===== config.mk =====
export PLATFORM = sky130hd
export DESIGN_NAME = mws_slave
export DESIGN_NICKNAME = d
export VERILOG_FILES = /design/src/verilog/mws_pkg.sv /design/src/verilog/mws_out_chan.sv /design/src/verilog/mws_slave.sv
export VERILOG_INCLUDE_DIRS = /design/src /design/src/verilog
export SDC_FILE = /design/constraint.sdc
export NUM_CORES = 1
export LEC_CHECK = 0
export BUFFER_PORTS_ARGS = -buffer_cell sky130_fd_sc_hd__buf_4
export CAP_MARGIN = 20
export CORE_ASPECT_RATIO = 2
export CORE_UTILIZATION = 40
export CTS_BUF_LIST = sky130_fd_sc_hd__clkbuf_2
export DETAILED_ROUTE_END_ITERATION = 6
export PLACE_DENSITY = 0.7
export SLEW_MARGIN = 20
export SYNTH_ARGS = -nofsm -noshare
export SYNTH_HDL_FRONTEND = slang
export SYNTH_SLANG_ARGS = --single-unit

===== constraint.sdc =====
create_clock -name mclk -period 28.9 [get_ports mclk]
set_input_delay 2.89 -clock mclk [delete_from_list [all_inputs] [get_ports mclk]]
set_output_delay 2.89 -clock mclk [all_outputs]
set_load 0.05 [all_outputs]

===== src/verilog/mws_regs.svh =====
// Constants for the write-multiple slave: function codes, address windows, limits.
// Assumes inclusion by bare name from design files.
`ifndef MWS_REGS_SVH
`define MWS_REGS_SVH
`define MWS_FC_WR_COILS 8'h0f
`define MWS_FC_WR_REGS 8'h10
`define MWS_FC_EXC_BIT 8'h80
`define MWS_EXC_ILL_FUNC 8'h01
`define MWS_EXC_ILL_ADDR 8'h02
`define MWS_COIL_MAX 16'h0010
`define MWS_FLT_FIRST 16'h0001
`define MWS_FLT_LAST 16'h000e
`define MWS_CNT_FIRST 16'h0000
`define MWS_CNT_LAST 16'h0007
`define MWS_MASTER_MAX_REGS 16'h007b
`define MWS_DAC_BASE_MAX 16'hfff0
`define MWS_ADC_BASE_MAX 16'h7f3c
`endif


===== src/verilog/mws_pkg.sv =====
// Types for the write-multiple slave.
// Assumes mws_regs.svh holds all numeric constants.
package mws_pkg;
  typedef enum logic [3:0] {
    MWS_IDLE = 4'h0,
    MWS_ADDR_H = 4'h1,
    MWS_ADDR_L = 4'h2,
    MWS_QTY_H = 4'h3,
    MWS_QTY_L = 4'h4,
    MWS_BCNT = 4'h5,
    MWS_DATA = 4'h6,
    MWS_RESP = 4'h7,
    MWS_SKIP = 4'h8
  } mws_state_t;
  typedef enum logic [1:0] {
    MWS_TX_ECHO = 2'h0,
    MWS_TX_EXC = 2'h1
  } mws_tx_kind_t;
endpackage


===== src/verilog/mws_out_chan.sv =====
// One analog output holding register with range clamp per variant.
// Assumes a write strobe with a full 16-bit value already assembled.
`timescale 1ns/100ps
`include "mws_regs.svh"
module mws_out_chan
(
  // Clock and reset
  input wire logic mclk,
  input wire logic rst_n,
  // Write side
  input wire logic wr_en,
  input wire logic [15:0] wr_val,
  input wire logic hires,
  // Output
  output logic [15:0] val_q
);
  logic [15:0] val_d;
  wire logic over_base = wr_val > `MWS_DAC_BASE_MAX;
  // Base variant tops out below full scale
  assign val_d = (!hires && over_base) ? `MWS_DAC_BASE_MAX : wr_val;
  always_ff @(posedge mclk or negedge rst_n)
  begin
    if (!rst_n)
      val_q <= 16'h0000;
    else if (wr_en)
      val_q <= val_d;
  end
endmodule // mws_out_chan


===== src/verilog/mws_slave.sv =====
// Modbus slave core for write-multiple-coils and write-multiple-registers.
// Assumes a byte stream per frame (rx_start marks the function byte) and a ready sink.
// Function
// Coil request: code, address, quantity, count, data
// Coil n drives output n, LSB first
// Echo code, address, quantity; up to 16
// Float format accepts registers 1 through 14
// Count format accepts registers 0 through 7
// Register reply echoes code, address, quantity
// Register mapping per format updates outputs
// Float sent high word first
// Master request limited to 123 registers
// Master records reply code and exception code
// Base variant output counts 0 to 65520
// High-resolution variant count ranges
// Out-of-range request gets exception, no change
`timescale 1ns/100ps
`include "mws_regs.svh"
module mws_slave
#(
  parameter int N_DO = 16,
  parameter int N_AO = 8
)
(
  // Clock and reset
  input wire logic mclk,
  input wire logic nrst,
  // Request byte stream
  input wire logic rx_valid,
  input wire logic rx_start,
  input wire logic [7:0] rx_byte,
  // Response byte stream
  output logic tx_valid,
  output logic tx_last,
  output logic [7:0] tx_byte,
  // Configuration
  input wire logic register_format_select,
  input wire logic hires_variant,
  // Master side: reply observed from a remote slave
  input wire logic mst_rsp_valid,
  input wire logic [7:0] mst_rsp_func,
  input wire logic [7:0] mst_rsp_exc,
  input wire logic [15:0] mst_req_qty,
  output logic mst_qty_ok_q,
  output logic [7:0] response_function_query,
  output logic [7:0] exception_code_query,
  // Outputs
  output logic [N_DO-1:0] dout_q,
  output logic [N_AO*16-1:0] aout_q,
  output logic [N_AO*32-1:0] aout_float_q
);
  import mws_pkg::*;
  if (N_DO != 16 || N_AO != 8)
  begin : g_bad_size
    $error("mws_slave: only 16 outputs and 8 analog channels are served");
  end
  logic rs1_q, rst_n;
  always_ff @(posedge mclk or negedge nrst)
  begin
    if (!nrst)
    begin
      rs1_q <= 1'b0;
      rst_n <= 1'b0;
    end
    else
    begin
      rs1_q <= 1'b1;
      rst_n <= rs1_q;
    end
  end
  mws_state_t st_q, st_d;
  logic [7:0] func_q;
  logic [15:0] addr_q, qty_q;
  logic [7:0] bcnt_q, idx_q;
  logic bad_q;
  logic [7:0] exc_q;
  logic [2:0] tx_idx_q;
  logic [15:0] coil_q;
  logic [15:0] coil_mask_q;
  logic [15:0] rword_q [0:15];
  logic [15:0] wr_mask_q;
  logic commit_q;
  wire logic in_byte = rx_valid && !rx_start;
  wire logic is_coil = func_q == `MWS_FC_WR_COILS;
  wire logic is_reg = func_q == `MWS_FC_WR_REGS;
  wire logic [15:0] last_addr = addr_q + qty_q - 16'h0001;
  // A window that runs past the top of the address space wraps below its start
  wire logic no_wrap = last_addr >= addr_q;
  wire logic coil_ok = qty_q != 16'h0000 && qty_q <= `MWS_COIL_MAX && no_wrap
    && last_addr < `MWS_COIL_MAX;
  wire logic flt_ok = qty_q != 16'h0000 && addr_q >= `MWS_FLT_FIRST && no_wrap
    && last_addr <= `MWS_FLT_LAST;
  wire logic cnt_ok = qty_q != 16'h0000 && last_addr <= `MWS_CNT_LAST && no_wrap
    && addr_q <= `MWS_CNT_LAST;
  wire logic reg_ok = register_format_select ? cnt_ok : flt_ok;
  wire logic range_ok = is_coil ? coil_ok : reg_ok;
  wire logic [15:0] byte_pos = {8'h00, idx_q};
  wire logic [3:0] reg_slot = 4'(addr_q + {9'h000, idx_q[7:1]});
  wire logic [3:0] coil_slot = 4'({idx_q, 3'h0} + addr_q);
  // Coils are packed from the start address upward, LSB first
  wire logic [31:0] coil_shift = {16'h0000, 8'h00, rx_byte} << coil_slot;
  wire logic [15:0] coil_bits = coil_shift[15:0];
  always_comb
  begin
    st_d = st_q;
    case (st_q)
      MWS_IDLE: if (rx_valid && rx_start) st_d = MWS_ADDR_H;
      MWS_ADDR_H: if (in_byte) st_d = MWS_ADDR_L;
      MWS_ADDR_L: if (in_byte) st_d = MWS_QTY_H;
      MWS_QTY_H: if (in_byte) st_d = MWS_QTY_L;
      MWS_QTY_L: if (in_byte) st_d = MWS_BCNT;
      MWS_BCNT: if (in_byte) st_d = (rx_byte == 8'h00) ? MWS_RESP : MWS_DATA;
      MWS_DATA: if (in_byte && byte_pos + 16'h0001 == {8'h00, bcnt_q}) st_d = MWS_RESP;
      MWS_RESP: if (tx_last) st_d = MWS_IDLE;
      MWS_SKIP: if (tx_last) st_d = MWS_IDLE;
      default: st_d = MWS_IDLE;
    endcase
    if (st_q != MWS_IDLE && st_q != MWS_RESP && st_q != MWS_SKIP && rx_valid && rx_start)
      st_d = MWS_ADDR_H;
  end
  always_ff @(posedge mclk or negedge rst_n)
  begin
    if (!rst_n)
    begin
      st_q <= MWS_IDLE;
      func_q <= 8'h00;
      addr_q <= 16'h0000;
      qty_q <= 16'h0000;
      bcnt_q <= 8'h00;
      idx_q <= 8'h00;
    end
    else
    begin
      st_q <= st_d;
      if (rx_valid && rx_start)
      begin
        func_q <= rx_byte;
        idx_q <= 8'h00;
      end
      if (in_byte)
      begin
        case (st_q)
          MWS_ADDR_H: addr_q[15:8] <= rx_byte;
          MWS_ADDR_L: addr_q[7:0] <= rx_byte;
          MWS_QTY_H: qty_q[15:8] <= rx_byte;
          MWS_QTY_L: qty_q[7:0] <= rx_byte;
          MWS_BCNT: bcnt_q <= rx_byte;
          MWS_DATA: idx_q <= idx_q + 8'h01;
          default: bcnt_q <= bcnt_q;
        endcase
      end
    end
  end
  // Staging: collect words, commit only once the frame is whole and legal
  wire logic stage_wr = in_byte && st_q == MWS_DATA && !bad_q;
  always_ff @(posedge mclk or negedge rst_n)
  begin
    if (!rst_n)
    begin
      bad_q <= 1'b0;
      exc_q <= 8'h00;
      coil_q <= 16'h0000;
      coil_mask_q <= 16'h0000;
      wr_mask_q <= 16'h0000;
      commit_q <= 1'b0;
      for (int i = 0; i < 16; i++)
        rword_q[i] <= 16'h0000;
    end
    else
    begin
      commit_q <= 1'b0;
      if (rx_valid && rx_start)
      begin
        bad_q <= 1'b0;
        coil_q <= 16'h0000;
        coil_mask_q <= 16'h0000;
        wr_mask_q <= 16'h0000;
      end
      if (in_byte && st_q == MWS_BCNT)
      begin
        if (!is_coil && !is_reg)
        begin
          bad_q <= 1'b1;
          exc_q <= `MWS_EXC_ILL_FUNC;
        end
        else if (!range_ok)
        begin
          bad_q <= 1'b1;
          exc_q <= `MWS_EXC_ILL_ADDR;
        end
      end
      if (stage_wr && is_coil && {idx_q, 3'h0} < qty_q)
      begin
        coil_q <= coil_q | coil_bits;
        coil_mask_q <= coil_mask_q | (16'hffff >> (16 - qty_q[4:0])) << addr_q[3:0];
      end
      if (stage_wr && is_reg && {8'h00, idx_q[7:1]} < qty_q)
      begin
        // High byte of each register arrives first
        if (!idx_q[0])
          rword_q[reg_slot][15:8] <= rx_byte;
        else
        begin
          rword_q[reg_slot][7:0] <= rx_byte;
          wr_mask_q[reg_slot] <= 1'b1;
        end
      end
      if (st_q != MWS_RESP && st_d == MWS_RESP && !bad_q && range_ok)
        commit_q <= 1'b1;
    end
  end
  // Coil outputs change only on a legal, complete frame
  always_ff @(posedge mclk or negedge rst_n)
  begin
    if (!rst_n)
      dout_q <= 16'h0000;
    else if (commit_q && is_coil)
      dout_q <= (dout_q & ~coil_mask_q) | (coil_q & coil_mask_q);
  end
  genvar g;
  generate
    for (g = 0; g < N_AO; g++)
    begin : g_ao
      // Float: channel g is registers 2g (high word) and 2g+1 (low word)
      wire logic flt_wr = commit_q && is_reg && !register_format_select
        && wr_mask_q[2*g+1];
      wire logic cnt_wr = commit_q && is_reg && register_format_select && wr_mask_q[g];
      always_ff @(posedge mclk or negedge rst_n)
      begin
        if (!rst_n)
          aout_float_q[g*32 +: 32] <= 32'h0000_0000;
        else if (flt_wr)
          aout_float_q[g*32 +: 32] <= {rword_q[2*g], rword_q[2*g+1]};
      end
      mws_out_chan u_chan
      (
        .mclk(mclk),
        .rst_n(rst_n),
        .wr_en(cnt_wr),
        .wr_val(rword_q[g]),
        .hires(hires_variant),
        .val_q(aout_q[g*16 +: 16])
      );
    end
  endgenerate
  // Reply: echo of code, address, quantity, or code|0x80 plus exception
  wire logic tx_go = st_q == MWS_RESP;
  wire logic tx_exc = bad_q || !range_ok;
  wire logic [2:0] tx_len = tx_exc ? 3'h1 : 3'h4;
  logic [7:0] tx_sel;
  always_comb
  begin
    case (tx_idx_q)
      3'h0: tx_sel = tx_exc ? (func_q | `MWS_FC_EXC_BIT) : func_q;
      3'h1: tx_sel = tx_exc ? exc_q : addr_q[15:8];
      3'h2: tx_sel = addr_q[7:0];
      3'h3: tx_sel = qty_q[15:8];
      3'h4: tx_sel = qty_q[7:0];
      default: tx_sel = 8'h00;
    endcase
  end
  always_ff @(posedge mclk or negedge rst_n)
  begin
    if (!rst_n)
    begin
      tx_idx_q <= 3'h0;
      tx_valid <= 1'b0;
      tx_last <= 1'b0;
      tx_byte <= 8'h00;
    end
    else
    begin
      tx_valid <= tx_go && !tx_last;
      tx_last <= tx_go && !tx_last && tx_idx_q == tx_len;
      tx_byte <= tx_sel;
      tx_idx_q <= (tx_go && !tx_last && tx_idx_q != tx_len) ? tx_idx_q + 3'h1 : 3'h0;
    end
  end
  // Master side bookkeeping
  always_ff @(posedge mclk or negedge rst_n)
  begin
    if (!rst_n)
    begin
      mst_qty_ok_q <= 1'b0;
      response_function_query <= 8'h00;
      exception_code_query <= 8'h00;
    end
    else
    begin
      mst_qty_ok_q <= mst_req_qty != 16'h0000 && mst_req_qty <= `MWS_MASTER_MAX_REGS;
      if (mst_rsp_valid)
      begin
        response_function_query <= mst_rsp_func;
        exception_code_query <= (mst_rsp_func & `MWS_FC_EXC_BIT) != 8'h00 ? mst_rsp_exc : 8'h00;
      end
    end
  end
endmodule // mws_slave

==> results.sh, run 1 <==
export IMPL_status="finished, final reports clean"
export IMPL_synth_distinct_cells=78
export IMPL_yosysWarnings=0
export IMPL_core_area_mm2=0.08558
export IMPL_synth_commonest_cells="dfrtp_1, mux2_2, nand2_1"
export IMPL_synthTopCellsByArea="dfrtp_1, mux2_2, ha_1"
export IMPL_min_from="rs1_q"
export IMPL_rsz0062_at_grt="false"
export IMPL_via_per_inst=5.433
export IMPL_post_cts_setup_buffers=0
export IMPL_synth_top_cell_area_share_pct=57.64
export IMPL_start_kind="flop"
export IMPL_yosysMostFrequentCell="dfrtp_1"
export IMPL_drc=0
export IMPL_grt_pass1_vias=24787
export IMPL_crit_fanout=14
export IMPL_cp_num_buf_inv=2
export IMPL_yosys_area_top_type="dfrtp_1"
export IMPL_fp_dieH_um=417.7
export IMPL_ir_drop_mv=0.06377
export IMPL_layout_cells_non_filler=4355
export IMPL_worstReg2RegStart="addr_q[1]"
export IMPL_place_inst=4062
export IMPL_p_per_area_mw_per_mm2=73.78
export IMPL_ctsHoldBuffers=0
export IMPL_finalHoldViolations=0
export IMPL_cpMostUsedCell="ha_1"
export IMPL_reg2reg_depth=19
export IMPL_die_area_mm2=0.08764
export IMPL_grt_max_degree=156
export IMPL_grt_first_pass_wirelength_um=153700
export IMPL_antenna_found_initial=2
export IMPL_required_ns=30.26
export IMPL_async_flop_share_pct=100.0
export IMPL_ys_flop_type="dfrtp_1"
export IMPL_ys_ff_latch=796
export IMPL_ant_nets=0
export IMPL_crit_cells=19
export IMPL_drt_iter0_drc=1246
export IMPL_seq_area_frac_synth_pct=57.64
export IMPL_grt_overflow_total=0
export IMPL_maxSlewHeadroom_pct=24.31
export IMPL_crit_path_top_delay_cell="or3b_2"
export IMPL_avgSynthCellArea_um2=13.17
export IMPL_cts_root_buf="clkbuf_2"
export IMPL_place_congestion=0.8988
export IMPL_finalSetupTns_ns=0
export IMPL_routedWlPerCell_um=23.43
export IMPL_cts_tree="built"
export IMPL_fin_crit_sh_pct=19.86
export IMPL_cts_clk_slew_worst_paths_ns=0.12
export IMPL_min_period_ns=5.740
export IMPL_ctsLongestPathBuffers=3
export IMPL_cp_top_family="compound AO/OA/AOI/OAI gates"
export IMPL_place_hpwl_um=71090
export IMPL_post_cts_resized=0
export IMPL_cts_sinks=796
export IMPL_portBuffers=473
export IMPL_synth_area_mm2=0.03456
export IMPL_synth_edff_count=0
export IMPL_critPathMaxStageDelay_ns=0.50
export IMPL_clock_latency_ns=1.49
export IMPL_drv_slew=0
export IMPL_grtUsageMet2_pct=42.76
export IMPL_skew_ns=0.1207
export IMPL_crit_path_end_kind="flop"
export IMPL_path_class="reg -> reg"
export IMPL_drive_above_1_share_pct=45.59
export IMPL_hold_class="reg -> reg"
export IMPL_worst_pin_slew_ns=1.133
export IMPL_global_route_usage_met1_pct=25.86
export IMPL_syn_num_nets=2742
export IMPL_start_util_pct=40.38
export IMPL_cts_buffers=175
export IMPL_row_count=152
export IMPL_grt_use_total_pct=23.65
export IMPL_max_clock_freq_mhz=174.2
export IMPL_cp_arrival_ns=7.10
export IMPL_first_pass_iters=7
export IMPL_num_io_pins=474
export IMPL_die_width_um=209.8
export IMPL_setup_violations=0
export IMPL_grt_most_used_layer="met2"
export IMPL_cellLeakagePower_nw=21.11
export IMPL_use_met3_pct=5.367
export IMPL_synthCells=2624
export IMPL_htreeDepth=4
export IMPL_nNetsFinal=3279
export IMPL_cp_cell_sequence="inv_1, ha_1, inv_1, ha_1, fa_1, a21o_1, a221oi_4, nor2_1, o41ai_1, xnor2_1, ha_1, nand4_1, a211oi_1, o21ai_0, o221ai_1, or3b_2, nor4_4, nand3_1, o21ai_0"
export IMPL_area_delta_synth_final_pct=17.59
export IMPL_via_count=23659
export IMPL_holdPathStages=0
export IMPL_wl_um=102100
export IMPL_cap_violations=0
export IMPL_startpoint="addr_q[1]"
[state kept, by name, indices dropped and copies added (netlist names), 2 cells and up, named ones only]
signal	flops
tx_idx_q	3
response_function_query	8
tx_byte	8
coil_q	16
bcnt_q	8
coil_mask_q	16
wr_mask_q	12
exception_code_query	8
addr_q	16
exc_q	2
idx_q	8
g_ao.u_chan.val_q	128
qty_q	16
rword_q	256
st_q	4
func_q	8
aout_float_q	256
[cells by family after synthesis]
family                     Yosys count  share of synthesized area [%]
buffers and inverters              226                          2.549
adders and majority gates           71                          2.614
muxes                              691                          22.53
xor gates and xnor gates            36                         0.9124
other                                1                        0.01085
DFF                                796                          57.64
and+or+nand+nor                    492                          6.821
AOI/OAI and AO/OA                  311                          6.919
[power by group]
part | switching [mW] | internal, mW
combinational | 0.709 | 0.406
clock | 0.456 | 0.226
sequential | 0.0511 | 1.15
[layer usage]
metal / part of all wire, % / wire (um) / vias up
li1: - / - / 10535
met1: 37 / 38040 / 12069
met2: 53 / 54220 / 804
met3: 5.2 / 5268 / 251
met4: 4.4 / 4527 / 0
met5: 0 / 0 / -
[final cells by class]
type,count,area (um2)
Clock buffer,235,1176
Clock inverter,56,282.8
Inverter,83,311.5
Sequential cell,796,19920
Timing Repair Buffer,503,3792
Fill cell,7802,44950
Multi-Input combinational cell,1602,13800
Antenna cell,2,5.005
Tap cell,1078,1349
[final timing paths]
path                                endpoint  slack (ns)
setup / recovery                  tx_byte[3]       23.16
hold / removal                         rst_n        0.37
setup reg to reg                  tx_byte[3]       23.16
hold reg to reg                        rst_n        0.37
max in group asynchronous       rword_q[165]       23.65
min in group asynchronous  aout_float_q[217]        0.40
[through the flow]
step | cell area, um2 | hold slack, ns | setup WS, ns | utilization [%] | power (mW)
2_1_floorplan | 34560 | 0.3312 | 5.069 | - | 2.043
3_3_place_gp | 39160 | 0.3337 | 22.78 | 45.76 | 2.306
3_5_place_dp | 39160 | 0.3426 | 22.74 | 45.76 | 2.320
4_1_cts | 40620 | 0.3730 | 23.27 | 47.46 | 3.025
5_1_grt | 40640 | 0.3932 | 22.65 | 47.48 | 3.200
6_report | 40640 | 0.3662 | 23.16 | 47.48 | 2.998
[cell usage in the layout (no fill, tap or decap), types with 29 or more instances in the layout]
master	instances
dfrtp_1	795
mux2_2	679
buf_4	501
clkbuf_2	235
nand2_1	216
o21ai_0	100
inv_1	83
nor2_1	68
ha_1	68
a21oi_1	52
nand3_1	42
nor3_1	29
clkinv_1	29
No activity file was read; power rests on OpenSTA's default activity.
==> run 2: changes to the inputs <==
--- a/config.mk
+++ b/config.mk
@@ -12,7 +12,7 @@
 export CORE_UTILIZATION = 40
 export CTS_BUF_LIST = sky130_fd_sc_hd__clkbuf_2
 export DETAILED_ROUTE_END_ITERATION = 6
-export PLACE_DENSITY = 0.7
+export PLACE_DENSITY = 0.72
 export SLEW_MARGIN = 20
 export SYNTH_ARGS = -nofsm -noshare
 export SYNTH_HDL_FRONTEND = slang
==> constraint.sdc (replaced) <==
create_clock -name mclk -period 5.2 [get_ports mclk]
set_input_delay 0.52 -clock mclk [delete_from_list [all_inputs] [get_ports mclk]]
set_output_delay 0.52 -clock mclk [all_outputs]
set_load 0.05 [all_outputs]
==> run 2 against run 1 <==
Clock-buffer cell count increased by 22. Sequential cell count unchanged. Combinational power increased to 6.2 times the previous value. Cell count increased by 3.5%. Register-to-register slack got worse by 23 ns. Clock power increased to 5.7 times the previous value. Non-clock buffer count increased by 144. Worst setup slack got worse by 23 ns. Die area unchanged. Worst hold slack got worse by 0.083 ns. Largest cell class unchanged.
==> results.sh, run 2 (synthesis results as in run 1) <==
export IMPL_status="finished, final reports clean"
export IMPL_power_mw=17.40
export IMPL_p_per_area_mw_per_mm2=412.9
export IMPL_setup_violations=0
export IMPL_fp_dieH_um=417.7
export IMPL_ctsLongestPathBuffers=3
export IMPL_cellLeakagePower_nw=21.83
export IMPL_cp_arrival_ns=6.30
export IMPL_finalHoldWorstSlack_ns=0.2831
export IMPL_min_period_ns=4.938
export IMPL_place_hpwl_um=73930
export IMPL_grt_max_degree=152
export IMPL_reg_top3="aout_float_q (256), rword_q (256), g_ao.u_chan.val_q (128)"
export IMPL_cap_violations=0
export IMPL_first_pass_iters=6
export IMPL_grt_pass1_vias=26045
export IMPL_maxSlewHeadroom_pct=27.03
export IMPL_start_util_pct=40.38
export IMPL_die_width_um=209.8
export IMPL_nNetsFinal=3420
export IMPL_cts_tree="built"
export IMPL_finalHoldViolations=0
export IMPL_grt_first_pass_wirelength_um=161400
export IMPL_ir_drop_mv=0.3163
export IMPL_fillers=7612
export IMPL_via_count=24308
export IMPL_rsz0062_at_grt="false"
export IMPL_stdcell_area_mm2=0.04215
export IMPL_global_route_usage_met1_pct=25.03
export IMPL_area_delta_synth_final_pct=21.98
export IMPL_core_area_mm2=0.08558
export IMPL_max_clock_freq_mhz=202.5
export IMPL_drc=0
export IMPL_num_io_pins=474
export IMPL_cts_clk_slew_worst_paths_ns=0.13
export IMPL_cts_buffers=172
export IMPL_drt_iter0_drc=1376
export IMPL_dpl_worst_slack_ns=-0.03931
export IMPL_grtUsageMet2_pct=45.50
export IMPL_required_ns=6.57
export IMPL_portBuffers=473
export IMPL_ant_nets=0
export IMPL_worst_pin_slew_ns=1.093
export IMPL_antenna_found_initial=2
export IMPL_place_inst=4104
export IMPL_layout_setup_ws_ns=0.2623
export IMPL_layout_commonest_cell="dfrtp_1"
export IMPL_layout_common_cells="dfrtp_1, mux2_2, buf_4"
export IMPL_crit_fanout=6
export IMPL_use_met3_pct=6.726
export IMPL_crit_path_end_kind="flop"
export IMPL_via_per_inst=5.395
export IMPL_finish_utilization_pct=49.25
export IMPL_cts_sinks=796
export IMPL_grt_most_used_layer="met2"
export IMPL_path_class="reg -> reg"
export IMPL_finalSetupTns_ns=0
export IMPL_layout_cells_non_filler=4506
export IMPL_start_kind="flop"
export IMPL_hold_class="in -> reg"
export IMPL_fin_crit_sh_pct=94.96
export IMPL_clock_latency_ns=1.56
export IMPL_place_congestion=0.9208
export IMPL_routedWlPerCell_um=23.83
export IMPL_drive_above_1_share_pct=45.79
export IMPL_cts_root_buf="clkbuf_2"
export IMPL_grt_use_total_pct=24.88
export IMPL_post_dp_cell_area_mm2=0.03951
export IMPL_htreeDepth=4
export IMPL_grt_overflow_total=0
export IMPL_skew_ns=0.1885
export IMPL_drv_slew=0
export IMPL_wl_um=107400
export IMPL_die_area_mm2=0.08764
export IMPL_row_count=152
-- run 2: power breakdown --
part | switching [mW] | internal (mW) | leakage [nW]
clock network | 2.49 | 1.43 | 1.19
registers | 0.249 | 6.40 | 11.0
logic | 4.21 | 2.63 | 9.65
total | 6.95 | 10.5 | 21.8
-- run 2: worst max-delay path: stages, from the launching register on --
cell      delay (ns)
dfrtp_1         0.37
inv_1           0.08
ha_1            0.28
inv_1           0.04
ha_1            0.22
fa_2            0.37
a21o_1          0.23
a221oi_4        0.36
nor2_2          0.08
o41ai_2         0.39
xnor2_1         0.19
ha_1            0.34
nand4_1         0.13
a211oi_2        0.25
o21ai_0         0.11
o221ai_1        0.18
or3b_4          0.42
nor4_4          0.15
buf_6           0.18
nand3_1         0.18
o21ai_1         0.21
-- run 2: cell type report --
type                       count  area (um2)  area share, %
multi-input combinational   1602       13850          32.86
clock buffer                 257        1286          3.051
clock inverter                39       266.5         0.6323
tap                         1078        1349          3.200
antenna                        4       10.01        0.02375
timing repair buffer         647        5154          12.23
inverter                      83       311.5         0.7391
sequential                   796       19920          47.27
-- run 2: timing repair --
action,4_1_cts,5_1_grt
setup endpoints to repair,15,15
resized for setup,2,12
pin swaps,2,8
setup buffers,2,3
hold buffers,97,0
endpoints found under the hold margin,483,0
-- run 2: layer usage --
layer / routed length (um) / up-vias / part of all wire (%)
met3: 6274 / 307 / 5.8
met1: 37270 / 12321 / 35
met2: 57690 / 857 / 54
met5: 0 / - / 0
li1: - / 10823 / -
met4: 6135 / 0 / 5.7
-- run 2: final timing paths --
check | startpoint | endpoint | slack, ns | cells after the start
hold / removal | rx_byte[1] | func_q[1] | 0.28 | 5
max in group asynchronous | rst_n | g_ao[7].u_chan.val_q[12] | 3.29 | 1
setup reg to reg | qty_q[1] | tx_byte[3] | 0.26 | 20
min in group asynchronous | rst_n | aout_float_q[220] | 0.44 | 0
setup / recovery | qty_q[1] | tx_byte[3] | 0.26 | 20
hold reg to reg | rs1_q | rst_n | 0.37 | 0
